[src/dmia_consts.svh]
`ifndef DMIA_CONSTS_SVH
`define DMIA_CONSTS_SVH
// Special register offsets within every sector.
`define DMIA_ADDR_PORT_S0    8'h00
`define DMIA_ADDR_PTR_S0     8'h01
`define DMIA_ADDR_PORT_A     8'h02
`define DMIA_ADDR_PTR_A_LOW  8'h03
`define DMIA_ADDR_PTR_A_SEC  8'h04
`define DMIA_ADDR_PORT_B     8'h05
`define DMIA_ADDR_PTR_B_LOW  8'h06
`define DMIA_ADDR_PTR_B_SEC  8'h07
`define DMIA_ADDR_PCL        8'h08
`define DMIA_ADDR_ACC        8'h09
// Reset values.
`define DMIA_RST_BYTE        8'h00
`define DMIA_SECTOR_ZERO     8'h00
`define DMIA_RST_PC          12'h000
`endif

[src/dmia_pkg.sv]
`default_nettype none
package dmia_pkg;
    // Operation requested by the execution core.
    typedef enum logic [2:0] {
        DMIA_OP_NONE,
        DMIA_OP_READ,
        DMIA_OP_WRITE_ACC,
        DMIA_OP_ALU_TO_ACC,
        DMIA_OP_ALU_TO_MEM
    } dmia_op_t;
    // Request from the execution core for one instruction cycle.
    typedef struct packed {
        logic       valid;
        dmia_op_t   op;
        logic       extended;
        logic [7:0] sector;
        logic [7:0] offset;
        logic [7:0] alu_result;
    } dmia_req_t;
    // Access presented to the sectored data RAM.
    typedef struct packed {
        logic       read_en;
        logic       write_en;
        logic [7:0] sector;
        logic [7:0] offset;
        logic [7:0] wdata;
    } dmia_ram_t;
    // Complete state of the block.
    typedef struct packed {
        logic [7:0]  ptr_s0;
        logic [7:0]  ptr_a_low;
        logic [7:0]  ptr_a_sec;
        logic [7:0]  ptr_b_low;
        logic [7:0]  ptr_b_sec;
        logic [7:0]  acc;
        logic [11:0] pc;
        logic        dummy;
        logic        rd_pending;
        logic        rd_zero;
        logic        rd_local;
        logic [7:0]  rd_local_data;
        logic [7:0]  rdata;
        logic        rdata_valid;
        dmia_ram_t   ram;
    } dmia_state_t;
endpackage : dmia_pkg
`default_nettype wire

[src/dmia_core.sv]
`include "dmia_consts.svh"
`default_nettype none
module dmia_core #(
    // Width of the program counter output; the counter keeps twelve bits and only its low byte is mapped as a register.
    parameter int PC_WIDTH = 12
) (
    // Clock and asynchronous active-low reset.
    input  wire logic              mclk,
    input  wire logic              rst_n,
    // One request per instruction cycle from the execution core, and its fetch step.
    input  wire dmia_pkg::dmia_req_t req,
    input  wire logic              advance,
    // Read data from the sectored data RAM, valid in the same cycle as its strobe.
    input  wire logic [7:0]        ram_rdata,
    // Stall back to the execution core; low only in the dummy cycle of a jump.
    output logic                   ready,
    // Registered access to the sectored data RAM.
    output dmia_pkg::dmia_ram_t    ram,
    // Registered read answer and the registers this block exposes.
    output logic [7:0]             rdata,
    output logic                   rdata_valid,
    output logic [7:0]             acc,
    output logic [PC_WIDTH-1:0]    pc,
    output logic                   dummy_cycle
);
    ////////////////////////////////////////////////////////////////////////////
    // State and next state.
    // The block sits between the execution core and the sectored data RAM.
    // Each taken request is resolved to a sector and an offset in the cycle in
    // which it stands. The pointers, the program counter low byte and the
    // accumulator are held here; every other location except the three ports lives in the RAM.
    // All outputs come from the state register, so the RAM sees one cycle of latency
    // on every access and a read answer reaches the execution core two cycles after the
    // request. That latency was accepted to keep the address decode out of the RAM timing path.
    // The whole state is one packed struct, so reset and next state stay in step.
    // A user who adds a register here must also add it to the local decode.
    // Otherwise the new offset would silently fall through to the RAM.
    dmia_pkg::dmia_state_t s_q;   // Registered state.
    dmia_pkg::dmia_state_t s_d;   // Next state.
    logic [7:0]  eff_sector;      // Resolved target sector.
    logic [7:0]  eff_offset;      // Resolved target offset.
    logic        is_port;         // Operand names an indirect port.
    logic        tgt_port;        // Resolved target is itself a port.
    logic        tgt_local;       // Resolved target is held in this block.
    logic [7:0]  local_rd;        // Value of a locally held location.
    logic [7:0]  wval;            // Value to be stored by a write.
    ////////////////////////////////////////////////////////////////////////////
    // Address resolution for direct, extended and indirect operands.
    // The decode looks at the offset only, so an extended operand that names a
    // port offset in any sector still goes through that port. The RAM byte behind
    // such an offset in another sector cannot be reached; the special area
    // shadows it in every sector.
    always_comb begin
        // A plain instruction addresses sector zero; an extended one uses the full address.
        eff_sector = req.extended ? req.sector : `DMIA_SECTOR_ZERO;
        eff_offset = req.offset;
        is_port    = 1'b0;
        // Special registers are decoded by offset only, so they appear in every sector.
        case (req.offset)
            `DMIA_ADDR_PORT_S0: begin
                // The first port is locked to sector zero whatever the operand says.
                is_port    = 1'b1;
                eff_sector = `DMIA_SECTOR_ZERO;
                eff_offset = s_q.ptr_s0;
            end
            `DMIA_ADDR_PORT_A: begin
                // The sector byte of the first pointer pair selects the sector.
                is_port    = 1'b1;
                eff_sector = s_q.ptr_a_sec;
                eff_offset = s_q.ptr_a_low;
            end
            `DMIA_ADDR_PORT_B: begin
                // The sector byte of the second pointer pair selects the sector.
                is_port    = 1'b1;
                eff_sector = s_q.ptr_b_sec;
                eff_offset = s_q.ptr_b_low;
            end
            default: begin
                // A direct operand addresses the location that it names.
                is_port = 1'b0;
            end
        endcase
        // A pointer that aims at a port location leads nowhere.
        tgt_port  = (eff_offset == `DMIA_ADDR_PORT_S0) || (eff_offset == `DMIA_ADDR_PORT_A)
                 || (eff_offset == `DMIA_ADDR_PORT_B);
        // Offsets from the first pointer up to the accumulator live in this block.
        tgt_local = (eff_offset >= `DMIA_ADDR_PTR_S0) && (eff_offset <= `DMIA_ADDR_ACC)
                 && !tgt_port;
    end
    ////////////////////////////////////////////////////////////////////////////
    // Read mux for the registers this block keeps itself.
    // The value is captured when the read is taken, so a write to the same
    // register in the next cycle does not disturb the answer.
    // The mux is driven by the resolved offset, so port reads reach it as well.
    always_comb begin
        case (eff_offset)
            `DMIA_ADDR_PTR_S0:    local_rd = s_q.ptr_s0;
            `DMIA_ADDR_PTR_A_LOW: local_rd = s_q.ptr_a_low;
            `DMIA_ADDR_PTR_A_SEC: local_rd = s_q.ptr_a_sec;
            `DMIA_ADDR_PTR_B_LOW: local_rd = s_q.ptr_b_low;
            `DMIA_ADDR_PTR_B_SEC: local_rd = s_q.ptr_b_sec;
            `DMIA_ADDR_PCL:       local_rd = s_q.pc[7:0];
            `DMIA_ADDR_ACC:       local_rd = s_q.acc;
            // Port offsets have no storage and read as zero.
            default:              local_rd = `DMIA_RST_BYTE;
        endcase
    end
    ////////////////////////////////////////////////////////////////////////////
    // Next-state logic.
    // One request is taken per cycle. Strobes and the read-valid pulse default
    // low and are raised for one cycle only: the strobes in the cycle after the
    // request, the read-valid pulse one cycle later. So every RAM access lasts
    // exactly one cycle. A write to the program counter low byte
    // raises the dummy flag; in the next cycle the request is ignored and the
    // fetch does not move, which gives the single dummy cycle of a jump.
    always_comb begin
        s_d = s_q;
        s_d.ram.read_en  = 1'b0;
        s_d.ram.write_en = 1'b0;
        s_d.rdata_valid  = 1'b0;
        // Memory writes only carry the accumulator or an ALU result, never another register.
        wval = (req.op == dmia_pkg::DMIA_OP_ALU_TO_MEM) ? req.alu_result : s_q.acc;
        // Finish a read started in the previous cycle.
        if (s_q.rd_pending) begin
            s_d.rd_pending  = 1'b0;
            s_d.rdata_valid = 1'b1;
            if (s_q.rd_zero) begin
                // A port aimed at a port has no storage behind it.
                s_d.rdata = `DMIA_RST_BYTE;
            end else if (s_q.rd_local) begin
                // A local register was captured when the request was taken.
                s_d.rdata = s_q.rd_local_data;
            end else begin
                // RAM data is valid in this cycle only, so it is taken now.
                s_d.rdata = ram_rdata;
            end
        end
        if (s_q.dummy) begin
            // The dummy cycle takes no request; the fetch restarts afterwards.
            s_d.dummy = 1'b0;
            // Any read finishing in this cycle was handled above, so no answer is lost.
        end else if (req.valid) begin
            case (req.op)
                dmia_pkg::DMIA_OP_READ: begin
                    // Reads of local registers are answered here and never reach the RAM.
                    s_d.rd_pending    = 1'b1;
                    s_d.rd_zero       = is_port && tgt_port;
                    s_d.rd_local      = tgt_local;
                    s_d.rd_local_data = local_rd;
                    s_d.ram.read_en   = !tgt_port && !tgt_local;
                    s_d.ram.sector    = eff_sector;
                    s_d.ram.offset    = eff_offset;
                end
                dmia_pkg::DMIA_OP_ALU_TO_ACC: begin
                    // Results of the arithmetic unit land in the accumulator here; under DMIA_OP_ALU_TO_MEM they go to the operand location.
                    s_d.acc = req.alu_result;
                end
                dmia_pkg::DMIA_OP_WRITE_ACC, dmia_pkg::DMIA_OP_ALU_TO_MEM: begin
                    // A port location holds nothing, so such writes vanish.
                    if (tgt_port) begin
                        s_d.ram.write_en = 1'b0;
                    end else if (tgt_local) begin
                        case (eff_offset)
                            `DMIA_ADDR_PTR_S0:    s_d.ptr_s0    = wval;
                            `DMIA_ADDR_PTR_A_LOW: s_d.ptr_a_low = wval;
                            `DMIA_ADDR_PTR_A_SEC: s_d.ptr_a_sec = wval;
                            `DMIA_ADDR_PTR_B_LOW: s_d.ptr_b_low = wval;
                            `DMIA_ADDR_PTR_B_SEC: s_d.ptr_b_sec = wval;
                            `DMIA_ADDR_ACC:       s_d.acc       = wval;
                            `DMIA_ADDR_PCL: begin
                                // Only the low byte moves, so the jump stays in this page.
                                // The flag holds off the next request for one cycle.
                                s_d.pc[7:0] = wval;
                                s_d.dummy   = 1'b1;
                            end
                            // Unreachable: every local offset is listed above.
                            default: s_d.acc = s_q.acc;
                        endcase
                    end else begin
                        // Every other location is RAM in the resolved sector.
                        s_d.ram.write_en = 1'b1;
                        s_d.ram.sector   = eff_sector;
                        s_d.ram.offset   = eff_offset;
                        s_d.ram.wdata    = wval;
                    end
                end
                default: begin
                    // A request with no operation only lets the fetch move on.
                    s_d.rd_pending = s_d.rd_pending;
                end
            endcase
            // Normal sequential advance unless the program counter was loaded.
            // The dummy flag set above blocks the increment so the new target is kept.
            if (advance && !s_d.dummy) begin
                s_d.pc = s_q.pc + 12'h001;
            end
        end else if (advance) begin
            // No request this cycle; the fetch still moves on.
            s_d.pc = s_q.pc + 12'h001;
        end
    end
    ////////////////////////////////////////////////////////////////////////////
    // State register.
    // The asynchronous reset clears every field, so the pointers, the program
    // counter and the accumulator all start at zero with no request pending.
    always_ff @(posedge mclk or negedge rst_n) begin
        if (!rst_n) begin
            s_q <= '0;
        end else begin
            s_q <= s_d;
        end
    end
    ////////////////////////////////////////////////////////////////////////////
    // Outputs.
    // The handshake output is decoded from the register; data outputs are flip-flops.
    // The state keeps twelve program counter bits; the port is sized to the parameter.
    assign ready       = !s_q.dummy;
    assign ram         = s_q.ram;
    assign rdata       = s_q.rdata;
    assign rdata_valid = s_q.rdata_valid;
    assign acc         = s_q.acc;
    assign pc          = PC_WIDTH'(s_q.pc);
    assign dummy_cycle = s_q.dummy;
endmodule : dmia_core
`default_nettype wire

[config.mk]
export PLATFORM = sky130hd
export DESIGN_NAME = dmia_core
export DESIGN_NICKNAME = d
export VERILOG_FILES = /design/src/dmia_pkg.sv /design/src/dmia_core.sv
export VERILOG_INCLUDE_DIRS = /design/src
export SDC_FILE = /design/constraint.sdc
export NUM_CORES = 1
export LEC_CHECK = 0
export BUFFER_PORTS_ARGS = -buffer_cell sky130_fd_sc_hd__buf_2
export CELL_PAD_IN_SITES_DETAIL_PLACEMENT = 1
export CELL_PAD_IN_SITES_GLOBAL_PLACEMENT = 1
export CORE_ASPECT_RATIO = 2
export CORE_UTILIZATION = 35
export CTS_BUF_LIST = sky130_fd_sc_hd__clkbuf_8
export DETAILED_ROUTE_END_ITERATION = 7
export GPL_TIMING_DRIVEN = 1
export PLACE_DENSITY = 0.78
export RECOVER_POWER = 50
export SYNTH_ARGS = -nofsm -noshare
export SYNTH_HDL_FRONTEND = slang
export SYNTH_SLANG_ARGS = --single-unit
[constraint.sdc]
create_clock -name mclk -period 3.45 [get_ports mclk]
set_input_delay 0.1725 -clock mclk [delete_from_list [all_inputs] [get_ports mclk]]
set_output_delay 0.1725 -clock mclk [all_outputs]
set_load 0.01 [all_outputs]
After elaboration in Yosys (flattened, before gate mapping)
Index checks and enable logic that the tools add are counted.
{"block": "word_totals", "reg_bits": 107, "latch_bits": 0, "ramBits": 0, "romBits": 0, "output_inout_bits": 57, "elab_cells": 115, "mem_count": 0}
{"block": "classes", "n_addsub": 1, "mul": 0, "div_mod_pow": 0, "order_cmp": 2, "eq_ne": 24, "shift": 0, "mux": 36, "bitwise_logic": 3, "reduce_logical": 29}
{"cell": "8-bit two-way mux", "count": 8}
{"cell": "8-bit one-hot mux with 7 select lines", "count": 1}
{"cell": "9-bit two-way mux", "count": 6}
{"cell": "26-bit two-way mux", "count": 2}
{"cell": "12-bit two-way mux", "count": 4}
{"cell": "8-bit one-hot mux with 3 select lines", "count": 2}
{"cell": "6-bit AND reduction", "count": 7}
{"cell": "8-bit by 3-bit equality test with 1-bit output (second input constant)", "count": 5}
{"cell": "16-bit one-hot mux with 2 select lines", "count": 1}
{"cell": "25-bit two-way mux", "count": 1}
{"cell": "8-bit by 2-bit equality test with 1-bit output (second input constant)", "count": 3}
{"cell": "24-bit two-way mux", "count": 1}
{"cell": "8-bit by 4-bit equality test with 1-bit output (second input constant)", "count": 2}
{"cell": "8-bit logical NOT", "count": 2}
{"cell": "8-bit one-hot mux with 2 select lines", "count": 1}
{"cell": "12-bit by 1-bit adder with 12-bit output (second input constant)", "count": 1}
{"cell": "4-bit by 1-bit inequality test with 1-bit output (second input constant)", "count": 3}
{"cell": "11-bit two-way mux", "count": 1}
{"cell": "10-bit two-way mux", "count": 1}
{"cell": "5-bit AND reduction", "count": 2}
{"cell": "8-bit by 1-bit equality test with 1-bit output (second input constant)", "count": 1}
{"cell": "8-bit by 1-bit greater-or-equal comparator with 1-bit output (second input constant)", "count": 1}
{"cell": "8-bit by 4-bit <= comparator with 1-bit output (second input constant)", "count": 1}
{"cell": "2-bit inequality test (second input constant)", "count": 4}
{"cell": "14 further kinds", "count": 34}

Longest topological paths before layout
{"block": "depth", "depth_word": 16, "ltp_mapped": 11, "mapped_depth_nobuf": 7}

Worst setup path before layout
No wires, ideal clock.
{"block": "synth_timing", "kind": "input -> register", "from": "input req[11] in the netlist's numbering", "to": "register s_q[100] in the netlist's numbering", "arrival_time_ns": 2.701, "t_required_ns": 3.325, "setup_slack_ns": 0.624, "path_stages": 7, "path_buffers": 1, "path_cell_list": "or4_1 > buf_2 > o41ai_1 > o31a_1 > nand3_1 > nor4b_4 > mux2_2"}
{"block": "synth_via", "elab_chain_cells": 8}
{"element": "start, declared", "line_no": "dmia_core.sv:11", "source": "input wire dmia_pkg::dmia_req_t req,"}
{"element": "8-bit by 3-bit equality test with 1-bit output (tied with other cells)", "line_no": "dmia_core.sv:59", "source": "case (req.offset)"}
{"element": "8-bit one-hot mux with 3 select lines *", "line_no": "dmia_core.sv:59"}
{"element": "parallel branches: the longest is 5 deep, another holds 8-bit by 1-bit greater-or-equal comparator with 1-bit output"}
{"element": "6-bit AND reduction (no source line) *"}
{"element": "end signal, assigned", "line_no": "dmia_core.sv:208", "source": "s_q <= '0;"}
{"element": "end signal, assigned", "line_no": "dmia_core.sv:210", "source": "s_q <= s_d;"}
{"element": "end, declared", "line_no": "dmia_core.sv:38", "source": "dmia_pkg::dmia_state_t s_q;"}
Mark *: on every way between the ends.
A chain may end at the register's enable or synchronous reset.

Worst setup path in the final report
{"block": "layout_timing", "from": "input req[11] in the netlist's numbering", "to": "register s_q, in the netlist pc[5]"}
{"block": "layout_via", "elab_chain_cells": 16}
{"element": "8-bit by 3-bit equality test with 1-bit output (tied with other cells)", "line_no": "dmia_core.sv:59"}
{"element": "8-bit one-hot mux with 3 select lines *", "line_no": "dmia_core.sv:59"}
{"element": "parallel branches: the longest is 14 deep, another holds 8-bit by 1-bit greater-or-equal comparator with 1-bit output"}
Mark *: on every way between the ends. The select of a mux whose other input is x is not followed.

==> impl_metrics.env <==
export IMPL_p_switching_mw=1.08
export IMPL_synthAdderAreaFrac=0.00209
export IMPL_clk_latency_ps=400
export IMPL_vias=4760
export IMPL_p_clk_frac=0.251
export IMPL_r2r_setup_slack_ps=790
export IMPL_grt_pass1_vias=5302
export IMPL_cp_arrival_ps=3210
export IMPL_critPathSlowestCell="or4_1"
export IMPL_dieHeight_microns=187
export IMPL_critPathBufInv=2
export IMPL_io_buffers=96
export IMPL_maxSlewViolCount=50
export IMPL_synth_fp_nets=608
export IMPL_synth_compound_area_share=0.130
export IMPL_die_width_microns=94.5
export IMPL_clockBufferDepth=2
export IMPL_synth_xor_area_frac=0.00732
export IMPL_grt_pass1_wl_microns=30000
export IMPL_synth_cells=567
export IMPL_yosysUniqueCellTypes=59
export IMPL_async_flop_share=1.00
export IMPL_critPathTopFamily="simple AND/OR/NAND/NOR gates"
export IMPL_p_per_area_nw_per_um2=458
export IMPL_setup_viol=0
export IMPL_ant_nets=0
export IMPL_max_cap_viol_count=1
export IMPL_h_tree_depth=3
export IMPL_synth_flop_cell="dfrtp_1"
export IMPL_clock_fmax_mhz=341
export IMPL_crit_type="input pin to flip-flop"
export IMPL_dpl_cell_area_sq_um=6520
export IMPL_cp_cell_sequence="buf_2 -> or4_1 -> a211oi_1 -> o32ai_4 -> buf_4 -> or3_4 -> or4_4 -> mux2i_1 -> o22ai_1"
export IMPL_synth_simple_area_share=0.142
export IMPL_hold_end="acc[3]"
export IMPL_max_slew_margin=-0.774
export IMPL_drive_gt1_frac=0.284
export IMPL_nets=676
export IMPL_crit_fanout=14
export IMPL_dpl_hpwl_microns=15600
export IMPL_drt_wl_total_microns=19300
export IMPL_period_needed_ps=2930
export IMPL_outcome="finished with violations"
export IMPL_comb_power_share=0.232
export IMPL_cp_depth=9
export IMPL_end_kind="flip-flop"
export IMPL_synth_top_family_by_area="multiplexers"
export IMPL_die_area_sq_um=17700
export IMPL_hold_viol=0
export IMPL_num_rows=67
export IMPL_p_seq_frac=0.517
export IMPL_start_util=0.357
export IMPL_synth_edf_count=0
export IMPL_place_ws_ps=135
export IMPL_ys_seq_area_frac=0.447
export IMPL_drt_wirelength_per_cell_microns=22.8
export IMPL_dr_pass1_iters=5
export IMPL_insertedDiodeCount=0
export IMPL_slowest_delay_ps=590
export IMPL_path_clk_slew_ps=120
export IMPL_ys_ff_latch=107
export IMPL_cts_root_buf="clkbuf_8"
export IMPL_drt_iter0_drc=261
export IMPL_fin_ws_ps=519
export IMPL_hp_class="input pin to flip-flop"
export IMPL_swShare=0.356
export IMPL_cts_setup_buffers=0
export IMPL_drt_vias_per_instance=5.62
export IMPL_drc=0
export IMPL_violations="max-capacitance violations, max-slew violations"
export IMPL_grt_usage=0.230
export IMPL_cp_required_ps=3720
export IMPL_worst_pin_slew_ps=2660
export IMPL_cts_tree="yes"
export IMPL_synth_mux_area_frac=0.169
export IMPL_rsz0062_at_grt="no"
export IMPL_ioPinCount=97
export IMPL_r2r_end="s_q[86]"
export IMPL_crit_path_start_kind="input pin"
export IMPL_gp_congestion=0.885
export IMPL_final_area_sq_um=6660
export IMPL_grt_max_degree=50
export IMPL_hold_depth=2
export IMPL_grt_overflow=0
export IMPL_clock_sinks=107
export IMPL_hp_start="req[3]"
export IMPL_peakVddDrop_mv=0.176
export IMPL_netlist_area_sq_um=5990
export IMPL_fin_util=0.397
export IMPL_rr_startpoint="s_q[92]"
export IMPL_syn_avg_cell_area_sq_um=10.6
export IMPL_finalPower_mw=3.05
export IMPL_coreArea_sq_um=16800
export IMPL_fin_skew_ps=17.0
export IMPL_layout_area_overhead_vs_synth_pct=11.2
export IMPL_internal_power_mw=1.96
export IMPL_cts_buffers_inserted=9
export IMPL_fin_crit_sh=0.850
export IMPL_antenna_found_initial=0
export IMPL_cellLeakagePower_nw=3.03
export IMPL_finalSetupTns_ps=0
export IMPL_yosysWarnings=0
export IMPL_fill_cells=1947
export IMPL_r2r_cells=7
==> per-layer routing <==
metal	up-vias	wire length, microns	global-route usage
met2	155	10500	0.416
met5	-	0	0
met3	62	623	0.0309
met4	0	1510	0.181
met1	2385	6670	0.224
li1	2158	-	-
==> flip-flops by register name, indices dropped and copies added, names as in the netlist <==
name and count:
acc 8, dummy_cycle 1, pc 12, ram 26
rdata 8, rdata_valid 1, s_q 51
==> cell usage after synthesis (2+ instances only) <==
cell       count  area (sq um)
a21oi_2        2          17.5
mux2_2        64           721
o21ai_0       25           125
a21oi_1        9          45.0
buf_6          2          22.5
buf_4         55           413
mux2i_1       29           290
nand4_1        5          31.3
inv_1         19          71.3
nand4_2        2          25.0
a2bb2oi_1      3          26.3
o2bb2ai_1      4          35.0
o22ai_1       12          75.1
nor3_1        13          65.1
dfrtp_1      107          2680
nor3b_1        4          30.0
nand2_1       53           199
nor4_4         2          42.5
nand3b_1       2          15.0
a222oi_1      15           150
a22o_1         8          70.1
o21ai_1        3          15.0
nor4_1         7          43.8
buf_1          3          11.3
xor2_1         5          43.8
nor2b_1        4          25.0
o211ai_1       7          52.6
clkbuf_1      16          60.1
nor2_1        15          56.3
o41ai_1        2          17.5
buf_2          7          35.0
or4_1          3          22.5
nand3_1       28           140
and3_1         6          37.5
and3b_1        2          17.5
==> layout make-up <==
class	count	area [sq um]	area share
Multi-Input combinational cell	358	2700	0.406
Clock buffer	9	124	0.0186
Timing Repair Buffer	140	759	0.114
Inverter	19	71.3	0.0107
Clock inverter	7	61.3	0.00921
Tap cell	207	259	0.0389
Sequential cell	107	2680	0.402
==> worst reg2reg max path: cells and delay by family (launching register included) <==
kind | cells | cell delay (ps)
AOI/OAI and AO/OA | 3 | 1200
and+or+nand+nor | 2 | 420
buffers and inverters | 1 | 220
DFF | 1 | 430
muxes | 1 | 280
==> layout by cell type (no fill, tap or decap), types with 19 or more instances in the layout <==
| cell | instances |
|---|---|
| buf_2 | 41 |
| nand3_1 | 28 |
| mux2_2 | 64 |
| mux2i_1 | 29 |
| nand2_1 | 53 |
| buf_4 | 41 |
| clkbuf_1 | 55 |
| inv_1 | 19 |
| dfrtp_1 | 107 |
| o21ai_0 | 25 |
==> worst max-delay path by stage <==
stage | to | from
2_1_floorplan | s_q[100] | req[11]
3_3_place_gp | s_q[89] | req[11]
4_1_cts | pc[5] | req[11]
6_report | pc[5] | req[11]
5_1_grt | s_q[91] | rst_n
3_5_place_dp | pc[5] | req[11]
==> metrics by stage <==
step           std cells  hold WS [ps]
5_1_grt              847          22.2
4_1_cts              847          6.85
3_3_place_gp         829           219
3_5_place_dp         829           233
6_report             847          20.4
2_1_floorplan        567          -123
==> cell families (layout without fill, tap and decap cells) <==
group / after synthesis / after routing
and+or+nand+nor: 156 / 156
DFF: 107 / 107
AOI/OAI and AO/OA: 103 / 103
buffers and inverters: 102 / 175
muxes: 93 / 93
xor gates and xnor gates: 5 / 5
adders and majority gates: 1 / 1
==> power groups by stage <==
stage | clock network [mW] | registers (mW) | logic, mW
after floorplan | 0 | 1.53 | 0.620
after global placement | 0 | 1.59 | 0.725
after detailed placement | 0 | 1.60 | 0.749
after CTS | 0.781 | 1.57 | 0.754
after global routing | 0.817 | 1.60 | 0.772
final | 0.765 | 1.58 | 0.706
==> repair_timing <==
item	CTS	global route
hold buffers	2	0
hold endpoints to repair	48	0
gates resized for setup	0	0
No activity file was read; power rests on OpenSTA's default activity.
